File: config.mk
export PLATFORM = sky130hd
export DESIGN_NAME = bert_ctrl
export DESIGN_NICKNAME = d
export VERILOG_FILES = /design/src/shared/bert_pkg.sv /design/src/hw/stat_counter.sv /design/src/hw/bert_ctrl.sv
export SDC_FILE = /design/constraint.sdc
export NUM_CORES = 2
export LEC_CHECK = 0
export BUFFER_PORTS_ARGS = -buffer_cell sky130_fd_sc_hd__clkbuf_2
export CORE_MARGIN = 2
export CORE_UTILIZATION = 25
export CTS_CLUSTER_SIZE = 24
export DETAILED_ROUTE_END_ITERATION = 16
export GPL_ROUTABILITY_DRIVEN = 0
export SKIP_CTS_REPAIR_TIMING = 1
export SLEW_MARGIN = 30
export SYNTH_ARGS = -nofsm -noshare
export SYNTH_HDL_FRONTEND = slang
export SYNTH_SLANG_ARGS = --single-unit
File: constraint.sdc
create_clock -name clock -period 6.5 [get_ports clock]
set_clock_uncertainty 0.05 [all_clocks]
set_input_delay 0.65 -clock clock [delete_from_list [all_inputs] [get_ports clock]]
set_output_delay 0.65 -clock clock [all_outputs]
set_load 0.005 [all_outputs]
File: src/shared/bert_pkg.sv
// package: constants for the bit error rate test controller
package bert_pkg;
    localparam int unsigned CLK_HZ          = 250_000_000;
    localparam int unsigned CLK_PERIOD_NS   = 4;
    localparam int unsigned SECOND_NS       = 1_000_000_000;
    localparam int unsigned SECOND_CYCLES   = SECOND_NS / CLK_PERIOD_NS;
    localparam int unsigned PAT_MIN_LEN     = 3;
    localparam int unsigned PAT_MAX_LEN     = 200;
    localparam int unsigned MAX_DUR_HOURS   = 97;
    localparam int unsigned MAX_DUR_SECONDS = MAX_DUR_HOURS * 3600 + 59 * 60 + 59;
    localparam logic [31:0] OVF_LIMIT       = 32'h7735_9400;
    localparam logic [7:0]  RATE_NONE       = 8'h00;

    localparam logic [7:0] ADDR_CTRL      = 8'h00;
    localparam logic [7:0] ADDR_CMD       = 8'h01;
    localparam logic [7:0] ADDR_PAT_DATA  = 8'h02;
    localparam logic [7:0] ADDR_PAT_LAST  = 8'h03;
    localparam logic [7:0] ADDR_BLOCK_LEN = 8'h04;
    localparam logic [7:0] ADDR_DURATION  = 8'h05;
    localparam logic [7:0] ADDR_RATE      = 8'h06;
    localparam logic [7:0] ADDR_STATUS    = 8'h07;
    localparam logic [7:0] ADDR_ELAPSED   = 8'h08;
    localparam logic [7:0] ADDR_TX_BITS   = 8'h09;
    localparam logic [7:0] ADDR_TX_ERRS   = 8'h0a;
    localparam logic [7:0] ADDR_RX_BITS   = 8'h0b;
    localparam logic [7:0] ADDR_RX_ERRS   = 8'h0c;
    localparam logic [7:0] ADDR_SYNC_LOSS = 8'h0d;
    localparam logic [7:0] ADDR_PAT_PTR   = 8'h0e;

    localparam int unsigned CMD_SINGLE = 0;
    localparam int unsigned CMD_CONT   = 1;
    localparam int unsigned CMD_STOP   = 2;
    localparam int unsigned CMD_INSERR = 3;
    localparam int unsigned CMD_RESYNC = 4;
    localparam int unsigned CMD_RESET  = 5;
    localparam int unsigned CMD_SETUP  = 6;
    localparam int unsigned CMD_ERRTOG = 7;

    localparam int unsigned CTRL_MODE_LSB = 0;
    localparam int unsigned CTRL_SYNC_FRM = 2;
    localparam int unsigned CTRL_CHAR5    = 3;

    localparam logic [15:0] BLOCK_LEN_RESET = 16'h0400;

    typedef enum logic [1:0] {
        MODE_REMOTE  = 2'b00,
        MODE_LOCAL   = 2'b01,
        MODE_RECEIVE = 2'b10
    } mode_t;

    typedef enum logic [1:0] {
        ST_IDLE    = 2'b00,
        ST_NO_SYNC = 2'b01,
        ST_IN_SYNC = 2'b10
    } status_t;

    typedef enum logic [1:0] {
        RUN_OFF    = 2'b00,
        RUN_SINGLE = 2'b01,
        RUN_CONT   = 2'b10
    } run_t;
endpackage

File: src/hw/stat_counter.sv
`timescale 1ns/10ps
// statistic counter with sticky overflow
module stat_counter #(
    parameter int W = 32
) (
    input  wire logic         clock,
    input  wire logic         reset_n,
    input  wire logic         clear,
    input  wire logic         inc,
    input  wire logic [W-1:0] limit,
    output logic      [W-1:0] count,
    output logic              overflow
);
    initial begin
        if (W < 32) $error("stat_counter width too small");
    end

    // saturates so the overflow flag cannot be undone by wrapping
    always_ff @(posedge clock or negedge reset_n) begin
        if (!reset_n) begin
            count <= '0;
        end else if (clear) begin
            count <= '0;
        end else if (inc && count != '1) begin
            count <= count + 1'b1;
        end
    end

    always_ff @(posedge clock or negedge reset_n) begin
        if (!reset_n) begin
            overflow <= 1'b0;
        end else if (clear) begin
            overflow <= 1'b0;
        end else if (count > limit) begin
            overflow <= 1'b1;
        end
    end
endmodule

File: src/hw/bert_ctrl.sv
`timescale 1ns/10ps
// bit error rate test controller: pattern store, run sequencer, statistics
// Summary of operation
// - pattern length 3 to 200 bytes; other last-byte pointers are refused
// - writes past byte 200 wrap the write pointer to the first byte
// - last-byte pointer sets pattern length and follows each data write; one past sends whatever that byte already holds
// - 1-4 bit chars: data low, three zeros, ones above; 5 bits sit high
// - elapsed seconds restart on single, continuous, reset; halt on stop
// - status is idle, no sync or in sync; idle before start and after finish
// - without sync the receiver keeps retrying on its own
// - loopback single-block sends exactly one block of pattern
// - continuous: remote sends now, local once synced, receive-only checks
// - continuous ends on stop or when the set duration elapses
// - stop halts continuous testing until a new continuous command
// - loopback insert-error places exactly one errored bit
// - resync drops alignment and starts a new acquisition
// - statistics reset clears every counter, also while running
// - counter above two billion flags overflow until statistics reset
// - setup ends the session and returns to configuration
// - automatic insertion only with synchronous framing and a nonzero rate
// - toggle flips automatic insertion on and off, rate unchanged
// - local loopback waits for sync then retransmits and checks received data
// - receive-only checks incoming data and transmits nothing
// - duration zero runs until stopped; longest is 97:59:59
// - while out of sync the receive bit and error statistics hold; transmit counts still update in remote mode
module bert_ctrl
    import bert_pkg::*;
#(
    parameter int unsigned SEC_CYCLES = bert_pkg::SECOND_CYCLES,
    parameter int unsigned RATE_W     = 17
) (
    input  wire logic        clock,
    input  wire logic        reset_n,
    input  wire logic [7:0]  addr,
    input  wire logic [31:0] wdata,
    input  wire logic        wr_en,
    input  wire logic        rd_en,
    output logic      [31:0] rdata,
    output logic             tx_bit,
    output logic             tx_valid,
    input  wire logic        rx_bit_pin,
    input  wire logic        rx_valid_pin,
    output logic      [1:0]  status
);
    import bert_pkg::*;

    initial begin
        if (SEC_CYCLES < 2) $error("SEC_CYCLES too small");
        if (RATE_W < 8) $error("RATE_W too small");
    end

    // receive pins come from outside the clock domain
    logic [1:0] rx_bit_s;
    logic [1:0] rx_vld_s;
    always_ff @(posedge clock or negedge reset_n) begin
        if (!reset_n) begin
            rx_bit_s <= 2'b00;
            rx_vld_s <= 2'b00;
        end else begin
            rx_bit_s <= {rx_bit_s[0], rx_bit_pin};
            rx_vld_s <= {rx_vld_s[0], rx_valid_pin};
        end
    end
    wire rx_bit   = rx_bit_s[1];
    wire rx_valid = rx_vld_s[1];

    // configuration
    logic [7:0]  pat_mem [0:PAT_MAX_LEN-1];
    logic [7:0]  wr_ptr_r;
    logic [7:0]  last_r;
    logic        last_err_r;
    mode_t       mode_r;
    logic        sync_frm_r;
    logic        char5_r;
    logic [15:0] block_len_r;
    logic [19:0] duration_r;
    logic [7:0]  rate_r;
    logic        auto_on_r;

    wire wr_ctrl = wr_en && addr == ADDR_CTRL;
    wire wr_cmd  = wr_en && addr == ADDR_CMD;
    wire wr_pat  = wr_en && addr == ADDR_PAT_DATA;
    wire wr_last = wr_en && addr == ADDR_PAT_LAST;

    wire c_single = wr_cmd && wdata[CMD_SINGLE];
    wire c_cont   = wr_cmd && wdata[CMD_CONT];
    wire c_stop   = wr_cmd && wdata[CMD_STOP];
    wire c_inserr = wr_cmd && wdata[CMD_INSERR];
    wire c_resync = wr_cmd && wdata[CMD_RESYNC];
    wire c_reset  = wr_cmd && wdata[CMD_RESET];
    wire c_setup  = wr_cmd && wdata[CMD_SETUP];
    wire c_errtog = wr_cmd && wdata[CMD_ERRTOG];

    always_ff @(posedge clock) begin
        if (wr_pat) begin
            pat_mem[wr_ptr_r] <= wdata[7:0];
        end
    end

    // pointer wraps after byte 200; the last-byte pointer follows it
    always_ff @(posedge clock or negedge reset_n) begin
        if (!reset_n) begin
            wr_ptr_r   <= 8'h00;
            last_r     <= 8'h02;
            last_err_r <= 1'b0;
        end else if (wr_pat) begin
            wr_ptr_r <= (wr_ptr_r == 8'(PAT_MAX_LEN - 1)) ? 8'h00 : wr_ptr_r + 8'h01;
            last_r   <= wr_ptr_r;
        end else if (wr_last) begin
            if (wdata[7:0] >= 8'(PAT_MIN_LEN - 1) && wdata[7:0] <= 8'(PAT_MAX_LEN - 1)) begin
                last_r     <= wdata[7:0];
                last_err_r <= 1'b0;
            end else begin
                last_err_r <= 1'b1;
            end
        end
    end

    // padded short-character bytes are stored as given and sent whole
    always_ff @(posedge clock or negedge reset_n) begin
        if (!reset_n) begin
            mode_r      <= MODE_REMOTE;
            sync_frm_r  <= 1'b1;
            char5_r     <= 1'b0;
            block_len_r <= BLOCK_LEN_RESET;
            duration_r  <= '0;
            rate_r      <= RATE_NONE;
        end else if (wr_en) begin
            if (addr == ADDR_CTRL && wdata[1:0] != 2'b11) begin
                mode_r     <= mode_t'(wdata[CTRL_MODE_LSB +: 2]);
            end
            if (wr_ctrl) begin
                sync_frm_r <= wdata[CTRL_SYNC_FRM];
                char5_r    <= wdata[CTRL_CHAR5];
            end
            if (addr == ADDR_BLOCK_LEN && wdata[15:0] != 16'h0000) begin
                block_len_r <= wdata[15:0];
            end
            if (addr == ADDR_DURATION && wdata[19:0] <= 20'(MAX_DUR_SECONDS)) begin
                duration_r <= wdata[19:0];
            end
            if (addr == ADDR_RATE) begin
                rate_r <= wdata[7:0];
            end
        end
    end

    wire auto_allowed = sync_frm_r && rate_r != RATE_NONE;

    always_ff @(posedge clock or negedge reset_n) begin
        if (!reset_n) begin
            auto_on_r <= 1'b0;
        end else if (!auto_allowed) begin
            auto_on_r <= 1'b0;
        end else if (c_errtog) begin
            auto_on_r <= ~auto_on_r;
        end
    end

    // run sequencer
    run_t    run_r;
    status_t status_r;
    logic    synced_r;
    logic    ever_sync_r;
    logic [15:0] blk_bits_r;
    logic [2:0]  bit_idx_r;
    logic [7:0]  byte_idx_r;
    logic [19:0] elapsed_r;
    logic        timer_on_r;
    logic [31:0] sec_cnt_r;
    logic        sec_tick;
    logic        dur_done;
    logic        blk_done;

    wire looped  = mode_r != MODE_RECEIVE;
    wire tx_go   = run_r != RUN_OFF && looped
                   && (mode_r == MODE_REMOTE || synced_r);

    assign sec_tick = timer_on_r && sec_cnt_r == 32'(SEC_CYCLES - 1);
    assign dur_done = run_r == RUN_CONT && duration_r != '0
                      && sec_tick && elapsed_r + 20'h1 >= duration_r;
    assign blk_done = run_r == RUN_SINGLE && tx_go && blk_bits_r == block_len_r - 16'h1;

    always_ff @(posedge clock or negedge reset_n) begin
        if (!reset_n) begin
            run_r <= RUN_OFF;
        end else if (c_setup || c_stop) begin
            run_r <= RUN_OFF;
        end else if (c_single && looped) begin
            run_r <= RUN_SINGLE;
        end else if (c_cont) begin
            run_r <= RUN_CONT;
        end else if (blk_done || dur_done) begin
            run_r <= RUN_OFF;
        end
    end

    always_ff @(posedge clock or negedge reset_n) begin
        if (!reset_n) begin
            blk_bits_r <= '0;
        end else if (c_single || c_cont) begin
            blk_bits_r <= '0;
        end else if (tx_go) begin
            blk_bits_r <= blk_bits_r + 16'h1;
        end
    end

    always_ff @(posedge clock or negedge reset_n) begin
        if (!reset_n) begin
            timer_on_r <= 1'b0;
            sec_cnt_r  <= '0;
            elapsed_r  <= '0;
        end else begin
            if (c_single || c_cont || c_reset) begin
                sec_cnt_r <= '0;
                elapsed_r <= '0;
                if (c_single || c_cont) begin
                    timer_on_r <= 1'b1;
                end
            end else if (sec_tick) begin
                sec_cnt_r <= '0;
                elapsed_r <= elapsed_r + 20'h1;
            end else if (timer_on_r) begin
                sec_cnt_r <= sec_cnt_r + 32'h1;
            end
            if (c_stop || c_setup || blk_done || dur_done) begin
                timer_on_r <= 1'b0;
            end
        end
    end

    // transmit pattern walk, the pattern wraps after the last-byte pointer
    always_ff @(posedge clock or negedge reset_n) begin
        if (!reset_n) begin
            bit_idx_r  <= 3'h0;
            byte_idx_r <= 8'h00;
        end else if (c_single || c_cont) begin
            bit_idx_r  <= 3'h0;
            byte_idx_r <= 8'h00;
        end else if (tx_go && mode_r == MODE_REMOTE) begin
            bit_idx_r <= bit_idx_r + 3'h1;
            if (bit_idx_r == 3'h7) begin
                byte_idx_r <= (byte_idx_r == last_r) ? 8'h00 : byte_idx_r + 8'h01;
            end
        end
    end

    // error injection: manual pulse or rate-based
    logic            err_pend_r;
    logic [RATE_W-1:0] rate_cnt_r;
    wire rate_hit = auto_on_r && rate_cnt_r >= RATE_W'(rate_r) * RATE_W'(8); // coarse rate divider
    always_ff @(posedge clock or negedge reset_n) begin
        if (!reset_n) begin
            rate_cnt_r <= '0;
        end else if (!auto_on_r || (tx_go && rate_hit)) begin
            rate_cnt_r <= '0;
        end else if (tx_go) begin
            rate_cnt_r <= rate_cnt_r + 1'b1;
        end
    end

    // a pending manual error waits for the next sent bit
    always_ff @(posedge clock or negedge reset_n) begin
        if (!reset_n) begin
            err_pend_r <= 1'b0;
        end else if (c_inserr && looped) begin
            err_pend_r <= 1'b1;
        end else if (tx_go) begin
            err_pend_r <= 1'b0;
        end
    end

    wire inject  = tx_go && (err_pend_r || rate_hit);
    wire pat_bit = pat_mem[byte_idx_r][3'h7 - bit_idx_r];
    wire src_bit = (mode_r == MODE_LOCAL) ? rx_bit : pat_bit;

    always_ff @(posedge clock or negedge reset_n) begin
        if (!reset_n) begin
            tx_bit   <= 1'b0;
            tx_valid <= 1'b0;
        end else begin
            tx_valid <= tx_go && (mode_r == MODE_REMOTE || rx_valid);
            tx_bit   <= tx_go ? (src_bit ^ inject) : 1'b0;
        end
    end

    // receive checker: simple pattern alignment, retried while out of sync
    logic [7:0] rx_byte_r;
    logic [2:0] rx_bit_idx_r;
    logic [3:0] good_r;
    wire rx_active = run_r != RUN_OFF && rx_valid;
    wire exp_bit   = pat_mem[rx_byte_r][3'h7 - rx_bit_idx_r];
    wire rx_err    = rx_bit != exp_bit;

    always_ff @(posedge clock or negedge reset_n) begin
        if (!reset_n) begin
            synced_r     <= 1'b0;
            good_r       <= 4'h0;
            rx_byte_r    <= 8'h00;
            rx_bit_idx_r <= 3'h0;
        end else if (c_resync || run_r == RUN_OFF) begin
            synced_r     <= 1'b0;
            good_r       <= 4'h0;
            rx_byte_r    <= 8'h00;
            rx_bit_idx_r <= 3'h0;
        end else if (rx_active) begin
            rx_bit_idx_r <= rx_bit_idx_r + 3'h1;
            if (rx_bit_idx_r == 3'h7) begin
                rx_byte_r <= (rx_byte_r == last_r) ? 8'h00 : rx_byte_r + 8'h01;
            end
            if (!synced_r) begin
                if (rx_err) begin
                    good_r       <= 4'h0;
                    rx_byte_r    <= 8'h00;
                    rx_bit_idx_r <= 3'h0;
                end else if (good_r == 4'hf) begin
                    synced_r <= 1'b1;
                end else begin
                    good_r <= good_r + 4'h1;
                end
            end
        end
    end

    always_ff @(posedge clock or negedge reset_n) begin
        if (!reset_n) begin
            ever_sync_r <= 1'b0;
        end else if (c_single || c_cont || c_setup) begin
            ever_sync_r <= 1'b0;
        end else if (synced_r) begin
            ever_sync_r <= 1'b1;
        end
    end

    always_comb begin
        unique case (run_r)
            RUN_SINGLE, RUN_CONT: status_r = synced_r ? ST_IN_SYNC : ST_NO_SYNC;
            default:              status_r = ST_IDLE;
        endcase
    end
    assign status = status_r;

    // statistics
    localparam int NSTAT = 5;
    logic [NSTAT-1:0] st_inc;
    logic [31:0]      st_cnt [0:NSTAT-1];
    logic [NSTAT-1:0] st_ovf;
    wire  stats_clr = c_reset || c_setup;
    wire  rx_count  = rx_active && synced_r;
    logic sync_q_r;
    logic sync_drop;
    always_ff @(posedge clock or negedge reset_n) begin
        if (!reset_n) begin
            sync_q_r <= 1'b0;
        end else begin
            sync_q_r <= synced_r;
        end
    end
    assign sync_drop = sync_q_r && !synced_r;
    wire  sync_lost = ever_sync_r && sync_drop;

    assign st_inc[0] = tx_valid;
    assign st_inc[1] = inject;
    assign st_inc[2] = rx_count;
    assign st_inc[3] = rx_count && rx_err;
    assign st_inc[4] = sync_lost && run_r != RUN_OFF;

    genvar gi;
    generate
        for (gi = 0; gi < NSTAT; gi++) begin : g_stat
            stat_counter #(.W(32)) u_cnt (
                .clock    (clock),
                .reset_n  (reset_n),
                .clear    (stats_clr),
                .inc      (st_inc[gi]),
                .limit    (OVF_LIMIT),
                .count    (st_cnt[gi]),
                .overflow (st_ovf[gi])
            );
        end
    endgenerate

    function automatic logic [31:0] stat_word(input int idx);
        stat_word = st_ovf[idx] ? 32'hffff_ffff : st_cnt[idx];
    endfunction

    // read data one cycle after the strobe; unmapped reads zero
    always_ff @(posedge clock or negedge reset_n) begin
        if (!reset_n) begin
            rdata <= 32'h0000_0000;
        end else if (rd_en) begin
            unique case (addr)
                ADDR_CTRL:      rdata <= {28'h0, char5_r, sync_frm_r, mode_r};
                ADDR_PAT_LAST:  rdata <= {23'h0, last_err_r, last_r};
                ADDR_BLOCK_LEN: rdata <= {16'h0, block_len_r};
                ADDR_DURATION:  rdata <= {12'h0, duration_r};
                ADDR_RATE:      rdata <= {23'h0, auto_on_r, rate_r};
                ADDR_STATUS:    rdata <= {23'h0, st_ovf, run_r, status_r};
                ADDR_ELAPSED:   rdata <= {12'h0, elapsed_r};
                ADDR_TX_BITS:   rdata <= stat_word(0);
                ADDR_TX_ERRS:   rdata <= stat_word(1);
                ADDR_RX_BITS:   rdata <= stat_word(2);
                ADDR_RX_ERRS:   rdata <= stat_word(3);
                ADDR_SYNC_LOSS: rdata <= stat_word(4);
                ADDR_PAT_PTR:   rdata <= {24'h0, wr_ptr_r};
                default:        rdata <= 32'h0000_0000;
            endcase
        end else begin
            rdata <= 32'h0000_0000;
        end
    end
endmodule

==> flow_summary.toml <==
[min_path]
min_path_type = "input pin to register"

[detailed_routing]
wl_met3_mm = 38.4
viasPerCell = 5.42
dr.max_layer_used = "met5"
drt-initial-drc-count = 9045
drcViolationCount = 0
routed-wl-met2_mm = 144
drtPass1Iterations = 8
wl_met1_mm = 128
wire_per_inst_um = 26.7
dr_total_vias = 65800
detail-route-antenna-nets = 0
wirelength_mm = 324

[finish]
nets = 6875
final_cell_mix = "1600 x edfxtp_1, 619 x mux4_2, 538 x nor2_1, 483 x mux2i_1, 373 x dfrtp_1"
n_fill_cell = 38800
final_cells = 12100
layout-drive-gt1-share_pct = 19.4
seqCellArea_um2 = 57800
final_util_pct = 28.7
syn_to_final_growth_pct = 14.5
multiInputGateArea_um2 = 37500
final_common_cell = "edfxtp_1"
final_area_um2 = 112000

[setup_path]
max_stage_delay_ns = 0.90
critical_path.cell_chain = "buf_12, mux4_2, mux2i_1, o21ai_0, a211oi_1, o2bb2ai_1, o211ai_1, a21oi_1, nor3_2, buf_4, nor4_1, a221o_1"
rrSetupSlack_ns = 0.54
r2r-start = "rx_byte_r[0]"
end_kind = "register"
crit_type = "register to register"
reg2reg_to = "rx_byte_r[6]"
crit_path_top_delay_cell = "dfrtp_4"
reg2regPathDepth = 12
startpoint = "rx_byte_r[0]"
crit_required_ns = 7.17
worst_ep_arrival_time_ns = 6.63
critPathLaunchType = "register"
worstPathMaxFanout = 55
critical_path.endpoint = "rx_byte_r[6]"

[placed_design]
portBuffers = 69
dp.cells = 11700
hpwlAfterDp_mm = 215
placed_cell_area_um2 = 105000

[power_and_ir_drop]
leakage_nw = 36.2
peakVddDrop_mv = 0.302
total_power_mw = 32.8
power_density_nw_per_um2 = 294

[cts]
clock_sinks = 1987
cts_buffer_depth = 4
cts_made_buffers = 212
cts_tree = "done"
cts_max_level = 4
root_buffer = "clkbuf_16"
insertion_delay_ns = 0.90
cts.clk_slew.worst_paths_ns = 0.06

[die]
fp.dieH_um = 628
initial_core_util_pct = 25.1
row_count = 229
io_pins = 82
die_w_um = 628
die_area_um2 = 395000
core_area_um2 = 389000

[logic_synthesis]
synthArstFlopShare_pct = 19.5
syn_nets = 6816
synth_ff_type = "edfxtp_1"
yosysTopAreaCell = "edfxtp_1"
ys_types = 91
synth-seq-cells = 1987
syn_avg_cell_area_um2 = 14.5
yosysTopAreaCellShare_pct = 49.3
yosysWarnings = 0
ys_seq_area_share_pct = 59.2
synth_edf_count = 1600
syn_inst = 6712
synthesis.area_um2 = 97500
synth_area_leaders = "edfxtp_1 49%, mux4_2 14%, dfrtp_1 9.9%"

[grt]
grt_use_total_pct = 15.7
overflow = 0
grt_pass1_wl_mm = 462
grt_start_max_net_pins = 194
antenna_found_initial = 21
grt_pass1_vias = 63700

[timing]
fin_tns_setup_ns = 0
hold_violations = 0
finalCriticalPeriod_ns = 5.96
post-route-period-util_pct = 91.7
fmaxAchievable_mhz = 168
tightestPinTransition_ns = 1.08
relSlewSlack_pct = 27.8
rsz0062_at_grt = "false"
drv_slew = 0
setup_viol = 0

[run_status]
status = "completed"

[flow_run]
max_cap_viol_count = 0
[final cells by class]
type                    instances  share of cell area [%]
inverters                      84                   0.289
multi-input cells            4172                    33.6
flip-flops and latches       1987                    51.8
repair buffers                314                    2.56
well taps                    5197                    5.83
clock buffers                 278                    5.07
diodes                          6                  0.0135
clock inverters                99                   0.892
[critical path, delay by kind of cell (launching register included)]
| family | cells | cell delay [ns] |
|---|---|---|
| compound gates | 6 | 2.60 |
| flops | 1 | 0.90 |
| mux | 2 | 0.89 |
| buf+inv | 2 | 0.75 |
| simple gates | 2 | 0.56 |
[cell usage after synthesis, types with 30 or more instances]
master,number
nor2_1,550
dfrtp_1,384
o221ai_1,178
o22ai_1,80
xor2_1,156
a21oi_1,241
o21ai_0,296
ha_1,58
buf_1,42
buf_2,97
edfxtp_1,1600
a22oi_1,74
nand2_1,359
nor3_1,81
nand4_1,72
a22o_1,33
mux2i_1,483
mux2_2,59
clkbuf_1,280
or3_1,41
mux4_2,619
nand3_1,146
nor4_1,38
xnor2_1,61
a221oi_1,30
a31oi_1,43
buf_4,46
and3_1,75
inv_1,77
[worst min-delay path by stage]
stage	startpoint	endpoint	slack [ns]	cells after the start
6_report	wdata[13]	duration_r[13]	0.08	3
3_5_place_dp	rx_bit_s[0]	rx_bit_s[1]	0.29	0
2_1_floorplan	rx_bit_s[0]	rx_bit_s[1]	0.28	0
5_1_grt	wdata[2]	pat_mem[136][2]	0.07	1
4_1_cts	reset_n	rdata[7]	-0.23	1
3_3_place_gp	rx_bit_s[0]	rx_bit_s[1]	0.29	0
[sequential cells by signal, indices dropped and copies added (netlist names), 16 cells and up]
register and flops:
pat_mem 1600, g_stat.u_cnt.count 160, rdata 32, sec_cnt_r 32, duration_r 20, elapsed_r 20, rate_cnt_r 17, blk_bits_r 16
block_len_r 16
[per-layer routing]
layer  GRT usage [%]  vias up
li1                -    27000
met1            21.2    34100
met2            23.8     3934
met3            4.49      689
met4            5.79       32
met5               0        -
[through the flow]
| step | hold slack (ns) | worst slack, ns |
|---|---|---|
| 3_5_place_dp | 0.290 | 0.707 |
| 3_3_place_gp | 0.291 | 0.718 |
| 2_1_floorplan | 0.281 | 2.56 |
| 5_1_grt | 0.0651 | 0.467 |
| 6_report | 0.0802 | 0.542 |
| 4_1_cts | -0.229 | 0.692 |
[report_power, final]
| group | total [mW] | internal (mW) | switching, mW |
|---|---|---|---|
| logic | 6.43 | 2.86 | 3.57 |
| registers | 14.5 | 14.0 | 0.514 |
| clock network | 11.9 | 6.80 | 5.11 |
[cells by family after synthesis]
family / share of synthesized area (%)
AOI/OAI and AO/OA: 8.21
DFF: 59.2
xor gates and xnor gates: 1.95
muxes: 19.9
buffers and inverters: 2.46
and+or+nand+nor: 7.45
adders and majority gates: 0.745
(Power assumes the default switching activity.)
